`src/inc/scch_pkg.sv`:
```
/*
 * Shared constants of the sensor configuration command handler.
 * Assumes a 32-bit Avalon-MM register bus with byte addresses.
 */
`default_nettype none
package scch_pkg;
    // Register byte offsets
    localparam logic [4:0] OFS_CMD = 5'h00;
    localparam logic [4:0] OFS_ARG = 5'h04;
    localparam logic [4:0] OFS_STATUS = 5'h08;
    localparam logic [4:0] OFS_SETTINGS = 5'h0C;
    localparam logic [4:0] OFS_CONFIG = 5'h10;
    localparam logic [4:0] OFS_SERIAL = 5'h14;
    localparam logic [4:0] OFS_ADDR = 5'h18;
    localparam logic [4:0] OFS_FWD = 5'h1C;
    // CMD word fields
    localparam int CMD_OP_LSB = 0;
    localparam int CMD_DEST_LSB = 8;
    localparam int CMD_WIDE_BIT = 16;
    localparam int CMD_ERRMK_BIT = 17;
    localparam int CMD_BADARG_BIT = 18;
    // CONFIG word fields
    localparam int CFG_MULTIDROP_BIT = 0;
    localparam int CFG_WATCHDOG_BIT = 1;
    localparam int CFG_LOW_LSB = 8;
    // Command opcodes
    localparam logic [3:0] OP_WRITE_EN = 4'h1;
    localparam logic [3:0] OP_HIGH_LIMIT = 4'h2;
    localparam logic [3:0] OP_INTEG_RATE = 4'h3;
    localparam logic [3:0] OP_INTEG_PERIOD = 4'h4;
    localparam logic [3:0] OP_IDLE_COUNT = 4'h5;
    localparam logic [3:0] OP_UNIT_ADDR = 4'h6;
    localparam logic [3:0] OP_SERIAL_SEL = 4'h7;
    localparam logic [3:0] OP_SAVE_ALL = 4'h8;
    // Value limits and addresses
    localparam logic [6:0] HIGH_MAX = 7'h64;
    localparam logic [6:0] INTEG_MAX = 7'h78;
    localparam logic [7:0] ADDR_NULL = 8'h00;
    localparam logic [7:0] ADDR_LAST_SEQ = 8'h58;
    localparam logic [7:0] ADDR_RING_END = 8'h59;
    localparam logic [7:0] ADDR_GROUP_LO = 8'h5A;
    localparam logic [7:0] ADDR_GLOBAL = 8'h63;
    localparam logic [13:0] ARG_TWO_DIGIT_LIM = 14'h0064;
    // Reset values
    localparam logic [6:0] RST_HIGH = 7'h64;
    localparam logic [6:0] RST_INTEG_N = 7'h02;
    localparam logic RST_INTEG_RATE = 1'b0;
    localparam logic [7:0] RST_IDLE = 8'h00;
    localparam logic [7:0] RST_GROUP = 8'h5A;
    // Timing
    localparam int CLK_HZ = 200000000;
    localparam int STEP_MS = 100;
    localparam int STEP_CYC = CLK_HZ / 1000 * STEP_MS;
endpackage
`default_nettype wire

```
`src/hdl/scch_top.sv`:
```
/*
 * Sensor configuration command handler: setting commands, addressing,
 * ring forwarding and sample pacing, with an Avalon-MM register slave.
 * Assumes the command framing is parsed outside; software writes ARG,
 * then CMD, and reads the forwarded ring message from FWD.
 */
// The implementer's own choices: the register addresses and the Avalon-MM interface to the registers.
// What this block does
// - High limit stored as 50 mV counts and read back unchanged.
// - High limit zero means full 5 V span.
// - High limit above 100 is stored as 100.
// - Bad argument sets the error flag and keeps the setting.
// - High limit not above low limit is refused with an error.
// - Rate form n gives n readings per second.
// - Period form n gives one reading every n times 100 ms.
// - Integration argument zero restores the saved setting.
// - Rate form ignores speed shift and idle count.
// - Reset integration is period form, argument 2.
// - Idle count k outputs one of every k plus one readings.
// - Idle count applies only in period form without speed shift.
// - Watchdog option refuses nonzero idle count with an error.
// - Ring id 00 nulls own address, forwards unchanged.
// - Ring id 01 to 88 becomes address, forwarded plus one.
// - Ring id 89 becomes address, forwarded as 99.
// - Ring id 90 to 98 sets group, forwarded unchanged.
// - Ring id 99 forwards error marker; marker forwarded unchanged.
// - Null-address bus unit ignores group and global commands, except serial selection, and enable and id once serial-selected.
// - Bus id broadcast needs prior matching serial-number selection.
// - Four-digit bus id sets group and sub-address.
`timescale 1ns/1ps
`default_nettype none
module scch_top #(
    parameter int STEP_CYCLES = scch_pkg::STEP_CYC,
    parameter int CLK_RATE_HZ = scch_pkg::CLK_HZ
) (
    // Clock and reset
    input wire logic clk_i,
    input wire logic rst_i,
    // Avalon-MM slave
    input wire logic [4:0] avs_address_i,
    input wire logic avs_read_i,
    input wire logic avs_write_i,
    input wire logic [31:0] avs_writedata_i,
    output logic [31:0] avs_readdata_o,
    output logic avs_waitrequest_o,
    // Pacing
    input wire logic speed_shift_i,
    output logic sample_o,
    output logic output_o,
    // Ring forward and analog level
    output logic fwd_valid_o,
    output logic [13:0] fwd_value_o,
    output logic fwd_err_o,
    output logic [6:0] high_level_o
);
    // Bus handshake: every access answers on the second edge
    logic ack_reg;
    logic [31:0] rdata_reg;
    wire logic req = avs_read_i | avs_write_i;
    wire logic acc = req & ack_reg;
    assign avs_waitrequest_o = req & ~ack_reg;
    assign avs_readdata_o = rdata_reg;

    // Software-visible state
    logic [31:0] arg_reg, serial_reg, cfg_reg;
    logic err_reg, we_reg, sel_reg;
    logic [6:0] high_reg, integ_n_reg, saved_n_reg;
    logic integ_rate_reg, saved_rate_reg;
    logic [7:0] idle_reg, addr_reg, group_reg, sub_reg;
    logic fwd_valid_reg, fwd_err_reg;
    logic [13:0] fwd_value_reg;

    // Command decode
    wire logic cmd_go = acc & avs_write_i & avs_address_i == scch_pkg::OFS_CMD;
    wire logic [3:0] op = avs_writedata_i[scch_pkg::CMD_OP_LSB +: 4];
    wire logic [7:0] dest = avs_writedata_i[scch_pkg::CMD_DEST_LSB +: 8];
    wire logic wide = avs_writedata_i[scch_pkg::CMD_WIDE_BIT];
    wire logic errmk = avs_writedata_i[scch_pkg::CMD_ERRMK_BIT];
    wire logic badarg = avs_writedata_i[scch_pkg::CMD_BADARG_BIT];
    wire logic [13:0] arg = arg_reg[13:0];
    wire logic [6:0] arg7 = arg_reg[6:0];
    wire logic arg_hi = |arg_reg[31:7];
    wire logic multidrop = cfg_reg[scch_pkg::CFG_MULTIDROP_BIT];
    wire logic watchdog = cfg_reg[scch_pkg::CFG_WATCHDOG_BIT];
    wire logic [6:0] low_lim = cfg_reg[scch_pkg::CFG_LOW_LSB +: 7];
    wire logic [31:0] wdata = avs_writedata_i;

    // Addressing: own, group, global
    wire logic to_group = dest >= scch_pkg::ADDR_GROUP_LO;
    wire logic to_me = (dest == addr_reg) | (to_group & (dest == group_reg
        | dest == scch_pkg::ADDR_GLOBAL));
    wire logic null_unit = addr_reg == scch_pkg::ADDR_NULL;
    wire logic md_null_block = multidrop & null_unit & to_group;
    wire logic is_id = op == scch_pkg::OP_UNIT_ADDR;
    wire logic is_ser = op == scch_pkg::OP_SERIAL_SEL;
    wire logic is_we = op == scch_pkg::OP_WRITE_EN;
    // Selected bus units still take the broadcast enable and id
    wire logic md_sel_ok = multidrop & to_group & sel_reg & (is_we | is_id);
    wire logic md_id_block = multidrop & is_id & to_group & ~sel_reg;
    wire logic ring_id = ~multidrop & is_id;
    wire logic addressed = ring_id | is_ser | md_sel_ok
        | (to_me & ~md_null_block & ~md_id_block);
    wire logic setting = ~is_we & ~is_ser & ~ring_id;
    wire logic exec = cmd_go & addressed & (~setting | we_reg);

    // Argument checks: high limit, integration, idle count
    wire logic [6:0] high_clamp = arg_hi | (arg7 > scch_pkg::HIGH_MAX)
        ? scch_pkg::HIGH_MAX : arg7;
    wire logic [6:0] high_eff = (high_clamp == 7'h00)
        ? scch_pkg::HIGH_MAX : high_clamp;
    wire logic high_bad = badarg | (high_eff <= low_lim);
    wire logic integ_bad = badarg | arg_hi | (arg7 > scch_pkg::INTEG_MAX);
    wire logic idle_bad = badarg | (|arg_reg[31:8])
        | (watchdog & (|arg_reg[7:0]));

    // Bus unit id: two-digit address or four-digit group and sub
    wire logic [13:0] grp14 = arg / 14'd100;
    wire logic [13:0] sub14 = arg - grp14 * 14'd100;
    wire logic md_id_bad = badarg | errmk | (wide ? (grp14 < 14'd90
        | grp14 > 14'd98 | sub14 == 14'd0) : (arg >= 14'd90));

    // Ring id: new address, new group, forwarded value
    wire logic [7:0] id8 = arg[7:0];
    wire logic ring_bad = badarg | wide | (arg >= scch_pkg::ARG_TWO_DIGIT_LIM);
    wire logic r_seq = ~errmk & id8 >= 8'h01 & id8 <= scch_pkg::ADDR_LAST_SEQ;
    wire logic r_end = ~errmk & (id8 == scch_pkg::ADDR_RING_END);
    wire logic r_grp = ~errmk & (id8 >= scch_pkg::ADDR_GROUP_LO)
        & (id8 < scch_pkg::ADDR_GLOBAL);
    wire logic r_null = ~errmk & (id8 == scch_pkg::ADDR_NULL);
    wire logic r_glob = ~errmk & (id8 == scch_pkg::ADDR_GLOBAL);
    wire logic [13:0] ring_fwd = r_seq ? arg + 14'd1
        : r_end ? 14'd99 : arg;
    wire logic ring_fwd_err = errmk | r_glob;

    wire logic cmd_err = exec & (
        (op == scch_pkg::OP_HIGH_LIMIT & high_bad)
        | ((op == scch_pkg::OP_INTEG_RATE | op == scch_pkg::OP_INTEG_PERIOD)
            & integ_bad)
        | (op == scch_pkg::OP_IDLE_COUNT & idle_bad)
        | (is_id & (multidrop ? md_id_bad : ring_bad)));
    wire logic status_rd = acc & avs_read_i
        & (avs_address_i == scch_pkg::OFS_STATUS);

    // Read mux, unmapped words read zero
    logic [31:0] rmux;
    always_comb begin
        rmux = 32'h0000_0000;
        unique case (avs_address_i)
            scch_pkg::OFS_ARG: rmux = arg_reg;
            scch_pkg::OFS_STATUS: rmux = {16'h0000, addr_reg, 5'h00,
                sel_reg, we_reg, err_reg};
            scch_pkg::OFS_SETTINGS: rmux = {8'h00, idle_reg,
                integ_rate_reg, integ_n_reg, 1'b0, high_reg};
            scch_pkg::OFS_CONFIG: rmux = cfg_reg;
            scch_pkg::OFS_SERIAL: rmux = serial_reg;
            scch_pkg::OFS_ADDR: rmux = {7'h00, sel_reg, sub_reg,
                group_reg, addr_reg};
            scch_pkg::OFS_FWD: rmux = {14'h0000, fwd_valid_reg,
                fwd_err_reg, 2'b00, fwd_value_reg};
            default: rmux = 32'h0000_0000;
        endcase
    end

    always_ff @(posedge clk_i) begin
        if (rst_i) begin
            ack_reg <= 1'b0;
            rdata_reg <= 32'h0000_0000;
        end else begin
            ack_reg <= req & ~ack_reg;
            if (req & ~ack_reg)
                rdata_reg <= avs_read_i ? rmux : 32'h0000_0000;
        end
    end

    // Plain software registers
    always_ff @(posedge clk_i) begin
        if (rst_i) begin
            arg_reg <= 32'h0000_0000;
            cfg_reg <= 32'h0000_0000;
            serial_reg <= 32'h0000_0000;
        end else if (acc & avs_write_i) begin
            if (avs_address_i == scch_pkg::OFS_ARG)
                arg_reg <= wdata;
            if (avs_address_i == scch_pkg::OFS_CONFIG)
                cfg_reg <= {16'h0000, 1'b0, wdata[14:8], 6'h00, wdata[1:0]};
            if (avs_address_i == scch_pkg::OFS_SERIAL)
                serial_reg <= wdata;
        end
    end

    // Error flag: a new error wins over the clearing read
    always_ff @(posedge clk_i) begin
        if (rst_i)
            err_reg <= 1'b0;
        else if (cmd_err)
            err_reg <= 1'b1;
        else if (status_rd)
            err_reg <= 1'b0;
    end

    // Write enable and serial selection
    always_ff @(posedge clk_i) begin
        if (rst_i) begin
            we_reg <= 1'b0;
            sel_reg <= 1'b0;
        end else if (cmd_go & addressed) begin
            we_reg <= is_we;
            if (is_ser & multidrop)
                sel_reg <= (serial_reg == arg_reg);
            else if (is_id & exec)
                sel_reg <= 1'b0;
        end
    end

    // Setting commands
    always_ff @(posedge clk_i) begin
        if (rst_i) begin
            high_reg <= scch_pkg::RST_HIGH;
            integ_n_reg <= scch_pkg::RST_INTEG_N;
            integ_rate_reg <= scch_pkg::RST_INTEG_RATE;
            saved_n_reg <= scch_pkg::RST_INTEG_N;
            saved_rate_reg <= scch_pkg::RST_INTEG_RATE;
            idle_reg <= scch_pkg::RST_IDLE;
        end else if (exec & ~cmd_err) begin
            unique case (op)
                scch_pkg::OP_HIGH_LIMIT: high_reg <= high_clamp;
                scch_pkg::OP_INTEG_RATE,
                scch_pkg::OP_INTEG_PERIOD: begin
                    if (arg7 == 7'h00) begin
                        integ_n_reg <= saved_n_reg;
                        integ_rate_reg <= saved_rate_reg;
                    end else begin
                        integ_n_reg <= arg7;
                        integ_rate_reg <= op == scch_pkg::OP_INTEG_RATE;
                    end
                end
                scch_pkg::OP_IDLE_COUNT: idle_reg <= arg_reg[7:0];
                scch_pkg::OP_SAVE_ALL: begin
                    saved_n_reg <= integ_n_reg;
                    saved_rate_reg <= integ_rate_reg;
                end
                default: ;
            endcase
        end
    end

    // Unit addressing and the ring forward message
    always_ff @(posedge clk_i) begin
        if (rst_i) begin
            addr_reg <= scch_pkg::ADDR_NULL;
            group_reg <= scch_pkg::RST_GROUP;
            sub_reg <= 8'h00;
            fwd_valid_reg <= 1'b0;
            fwd_err_reg <= 1'b0;
            fwd_value_reg <= 14'h0000;
        end else begin
            fwd_valid_reg <= 1'b0;
            if (exec & ring_id) begin
                fwd_valid_reg <= 1'b1;
                fwd_err_reg <= cmd_err ? errmk : ring_fwd_err;
                fwd_value_reg <= cmd_err ? arg : ring_fwd;
                if (~cmd_err & (r_null | r_seq | r_end))
                    addr_reg <= id8;
                if (~cmd_err & r_grp)
                    group_reg <= id8;
            end
            if (exec & ~ring_id & is_id & ~cmd_err) begin
                if (wide) begin
                    group_reg <= grp14[7:0];
                    sub_reg <= sub14[7:0];
                end else begin
                    addr_reg <= arg[7:0];
                end
            end
        end
    end

    // Sample pacing: 100 ms step enable and rate accumulator
    localparam int SW = $clog2(STEP_CYCLES + 1);
    localparam logic [SW-1:0] STEP_LAST = SW'(STEP_CYCLES - 1);
    localparam logic [31:0] RATE_DIV = 32'(CLK_RATE_HZ);
    logic [SW-1:0] step_cnt_reg;
    logic [6:0] per_cnt_reg;
    logic [31:0] rate_acc_reg;
    logic [7:0] idle_cnt_reg;
    logic sample_reg, output_reg;
    wire logic step_en = step_cnt_reg == STEP_LAST;
    wire logic [31:0] acc_sum = rate_acc_reg + {25'h0, integ_n_reg};
    wire logic rate_tick = acc_sum >= RATE_DIV;
    // Speed shift shortens the period to one step, period form only
    wire logic [6:0] per_len = speed_shift_i ? 7'h01 : integ_n_reg;
    wire logic per_tick = step_en & (per_cnt_reg + 7'h01 >= per_len);
    wire logic tick = integ_rate_reg ? rate_tick : per_tick;
    wire logic use_idle = ~integ_rate_reg & ~speed_shift_i;
    wire logic idle_done = ~use_idle | (idle_cnt_reg >= idle_reg);

    always_ff @(posedge clk_i) begin
        if (rst_i) begin
            step_cnt_reg <= '0;
            per_cnt_reg <= 7'h00;
            rate_acc_reg <= 32'h0000_0000;
            idle_cnt_reg <= 8'h00;
            sample_reg <= 1'b0;
            output_reg <= 1'b0;
        end else begin
            step_cnt_reg <= step_en ? '0 : step_cnt_reg + SW'(1);
            if (step_en)
                per_cnt_reg <= per_tick ? 7'h00 : per_cnt_reg + 7'h01;
            rate_acc_reg <= rate_tick ? acc_sum - RATE_DIV : acc_sum;
            sample_reg <= tick;
            output_reg <= tick & idle_done;
            if (tick)
                idle_cnt_reg <= idle_done ? 8'h00 : idle_cnt_reg + 8'h01;
        end
    end

    assign sample_o = sample_reg;
    assign output_o = output_reg;
    assign fwd_valid_o = fwd_valid_reg;
    assign fwd_value_o = fwd_value_reg;
    assign fwd_err_o = fwd_err_reg;
    assign high_level_o = (high_reg == 7'h00) ? scch_pkg::HIGH_MAX : high_reg;

    // Checks
    property p_high_clamp;
        @(posedge clk_i) disable iff (rst_i)
        exec & ~cmd_err & op == scch_pkg::OP_HIGH_LIMIT
        & arg_reg > 32'h0000_0064 |=> high_reg == scch_pkg::HIGH_MAX;
    endproperty
    a_high_clamp: assert property (p_high_clamp)
        else $error("high limit not clamped");
    property p_high_zero;
        @(posedge clk_i) disable iff (rst_i)
        high_reg == 7'h00 |-> high_level_o == 7'd100;
    endproperty
    a_high_zero: assert property (p_high_zero)
        else $error("zero high limit not full span");
    property p_err_keeps;
        @(posedge clk_i) disable iff (rst_i)
        cmd_err |=> err_reg && $stable(high_reg) && $stable(idle_reg)
            && $stable(integ_n_reg);
    endproperty
    a_err_keeps: assert property (p_err_keeps)
        else $error("error did not flag or changed setting");
    property p_high_low;
        @(posedge clk_i) disable iff (rst_i)
        high_level_o > low_lim or $past(cfg_reg) != cfg_reg
            or $past(rst_i, 1);
    endproperty
    a_high_low: assert property (p_high_low)
        else $error("high level not above low limit");
    property p_no_enable;
        @(posedge clk_i) disable iff (rst_i)
        cmd_go & setting & ~we_reg |=> $stable(high_reg) && $stable(idle_reg);
    endproperty
    a_no_enable: assert property (p_no_enable)
        else $error("setting changed without write enable");
    property p_idle_wd;
        @(posedge clk_i) disable iff (rst_i)
        watchdog & exec & op == scch_pkg::OP_IDLE_COUNT & |arg_reg[7:0]
        |=> err_reg ##0 $stable(idle_reg);
    endproperty
    a_idle_wd: assert property (p_idle_wd)
        else $error("nonzero idle count taken under watchdog");
    property p_ring_seq;
        @(posedge clk_i) disable iff (rst_i)
        exec & ring_id & ~cmd_err & r_seq
        |=> fwd_valid_o && fwd_value_o == $past(arg) + 14'd1
            && addr_reg == $past(id8);
    endproperty
    a_ring_seq: assert property (p_ring_seq)
        else $error("ring numbering wrong");
    property p_ring_glob;
        @(posedge clk_i) disable iff (rst_i)
        exec & ring_id & ~cmd_err & r_glob |=> fwd_err_o && $stable(addr_reg);
    endproperty
    a_ring_glob: assert property (p_ring_glob)
        else $error("ring 99 not turned to marker");
    property p_err_clear;
        @(posedge clk_i) disable iff (rst_i)
        status_rd & ~cmd_err |=> ~err_reg;
    endproperty
    a_err_clear: assert property (p_err_clear)
        else $error("error flag not cleared by status read");
    property p_rate_no_idle;
        @(posedge clk_i) disable iff (rst_i)
        integ_rate_reg & tick |=> output_o;
    endproperty
    a_rate_no_idle: assert property (p_rate_no_idle)
        else $error("idle count applied in rate form");
    c_ring: cover property (@(posedge clk_i) exec & ring_id & r_end);
    c_md_wide: cover property (@(posedge clk_i)
        exec & multidrop & is_id & wide);
    c_sel: cover property (@(posedge clk_i) cmd_go & is_ser & multidrop);
    c_out: cover property (@(posedge clk_i) output_o & ~integ_rate_reg);
endmodule
`default_nettype wire

```
`config.mk`:
```
export PLATFORM = sky130hd
export DESIGN_NAME = scch_top
export DESIGN_NICKNAME = d
export VERILOG_FILES = /design/src/inc/scch_pkg.sv /design/src/hdl/scch_top.sv
export SDC_FILE = /design/constraint.sdc
export NUM_CORES = 1
export LEC_CHECK = 0
export BUFFER_PORTS_ARGS = -buffer_cell sky130_fd_sc_hd__buf_2
export CAP_MARGIN = 20
export CORE_AREA = 2 2 222 169
export CTS_BUF_LIST = sky130_fd_sc_hd__clkbuf_2
export DETAILED_ROUTE_END_ITERATION = 16
export DIE_AREA = 0 0 224 171
export MAX_ROUTING_LAYER = met4
export PLACE_DENSITY = 0.59
export SLEW_MARGIN = 0
export SYNTH_ARGS = -nofsm -noshare
export SYNTH_HDL_FRONTEND = slang
export SYNTH_SLANG_ARGS = --single-unit
```
`constraint.sdc`:
```
create_clock -name clk_i -period 12.74 [get_ports clk_i]
set_clock_uncertainty 0.1 [all_clocks]
set_input_delay 1.911 -clock clk_i [delete_from_list [all_inputs] [get_ports clk_i]]
set_output_delay 1.911 -clock clk_i [all_outputs]
set_load 0.01 [all_outputs]
```
==> results.cfg <==
[outcome]
status = completed

[drt]
drc = 0
viasPerCell = 5.89
wl_mm = 55.8
vias = 15600
postRouteAntennaNets = 0
first_pass_iters = 7
drt_iter0_drc = 2037
wl_per_cell_um = 21.0

[worst_setup_path]
path_depth = 40
ff2ff_path_depth = 40
cp_num_buf_inv = 2
slowest_stage = dfxtp_1
path_delay_family = compound AO/OA/AOI/OAI gates
cp.required_ns = 13.46
reg2reg_slack_ns = 1.93
critPathMaxStageDelay_ns = 0.73
crit_type = reg -> reg
cp-end-kind = flip-flop
arrival_ns = 11.53
start_kind = flip-flop
cp_common_cell = ha_1
crit_fanout = 19

[power]
power_density_nw_per_um2 = 100
ir_drop_mv = 0.0465
leakage_nw = 6.89
finalPower_mw = 1.75

[timing]
tightest_slew_ns = 1.00
setup_violations = 0
holdWs_ns = 0.363
tns_ns = 0
period_needed_ns = 10.81
drv_slew = 0
period_share_pct = 84.9
hold_violations = 0
rsz0062_at_grt = no
max_slew_margin_pct = 33.2
fmax_mhz = 92.5

[layout]
drive_gt1_share_pct = 13.2
fillers = 3640
area_delta_synth_final_pct = 8.65
num-nets-final = 2264
final_util_pct = 48.2
fin_cells = 2653
mostFrequentLayoutCells = 294 x nand2_1, 254 x dfxtp_1, 225 x nor2_1
layout_commonest_cell = nand2_1

[floorplanning]
start_util_pct = 44.3
rows = 61
die_w_um = 224
core-area_um2 = 36400
die-area_um2 = 38300
die_h_um = 171
io_pins = 100

[logic_synthesis]
synth_cells = 2080
syn-cell-area_um2 = 16100
yosysWarnings = 0
async_reset_ff_share_pct = 0
synth_edf_count = 0
ys_seq_area_share_pct = 31.5
synthFlopType = dfxtp_1
synth_seq_cells = 254
syn_nets = 2207
ys_types = 100
synth_area_per_cell_um2 = 7.76

[global_route]
grt_pass1_vias = 14600
gr-total-overflow = 0
grt.total_usage_pct = 29.6
grt_pass1_wl_mm = 85.4
antenna_found_initial = 4
grt_max_degree = 92

[clocking]
clock-root-buffer = clkbuf_2
cts_resized = 0
clk_pin_slew_ns = 0.11
ctsHoldBuffers = 0
cts_made_buffers = 69
clock_latency_ns = 0.91
cts_max_level = 3
cts_setup_buffers = 0
ctsLongestPathBuffers = 3
cts_tree = done
cts.sinks = 254

[placed_design]
dp_hpwl_mm = 39.8
gp_congestion = 0.984
portBuffers = 99
dp_cells = 2536

[run]
maxCapViolations = 0

[worst_hold_path]
hold_depth = 2
min_path_type = reg -> reg
## tightest hold or removal path, stage by stage (launching register included)
cell and delay, ns:
dfxtp_1 0.32, nand2_1 0.05, a21oi_1 0.05
## synth_stat cells (12+ instances only)
master,n,area [um2]
nand2_1,294,1100
dfxtp_1,254,5080
nor2_1,226,848
a21oi_1,196,981
clkbuf_1,111,417
ha_1,80,1000
xnor2_1,78,683
xor2_1,70,613
inv_1,67,251
o21ai_0,63,315
mux2i_1,51,510
nand3_1,51,255
nor3_1,45,225
a22oi_1,42,315
nand2b_1,36,225
nand4_1,30,188
a31oi_1,29,181
and3_1,26,163
nor4_1,24,150
nor2b_1,23,144
buf_2,17,85.1
a211oi_1,15,113
o31ai_1,12,90.1
## power breakdown
group | total (mW) | internal, mW | switching [mW]
sequential | 0.855 | 0.820 | 0.0349
combinational | 0.277 | 0.111 | 0.167
clock | 0.621 | 0.264 | 0.357
## per-stage QoR
step | setup WS [ns] | cell area, um2
6_report | 1.93 | 17500
5_1_grt | 1.19 | 17500
4_1_cts | 1.94 | 17500
3_5_place_dp | 1.99 | 16900
3_3_place_gp | 2.28 | 16900
2_1_floorplan | 3.94 | 16100
## per-layer routing
metal	vias up	GRT usage, %	routed length (um)
li1	7453	-	-
met3	99	8.48	6230
met1	7334	41.6	25800
met5	-	-	0
met4	0	8.78	1260
met2	735	40.7	22500
## layout make-up
cell class	instances	area (um2)	area share, %
clock inverter	12	124	0.706
multi-input combinational	1620	10300	58.5
clock buffer	99	495	2.83
sequential	254	5080	29.0
antenna	4	10.0	0.0571
timing repair buffer	123	709	4.05
inverter	69	259	1.48
tap	472	591	3.37
## worst paths after layout
check / from / end
setup / recovery: arg_reg[11] / group_reg[3]
hold / removal: cfg_reg[10] / cfg_reg[10]
setup reg to reg: arg_reg[11] / group_reg[3]
hold reg to reg: cfg_reg[10] / cfg_reg[10]
## kinds of logic after synthesis
logic type	synth area share [%]
AOI/OAI and AO/OA	20.4
and+or+nand+nor	23.8
muxes	4.23
DFF	31.5
adders and majority gates	6.96
xor gates and xnor gates	8.03
buffers and inverters	5.06
Note: power is estimated with default switching activity, not from simulation.
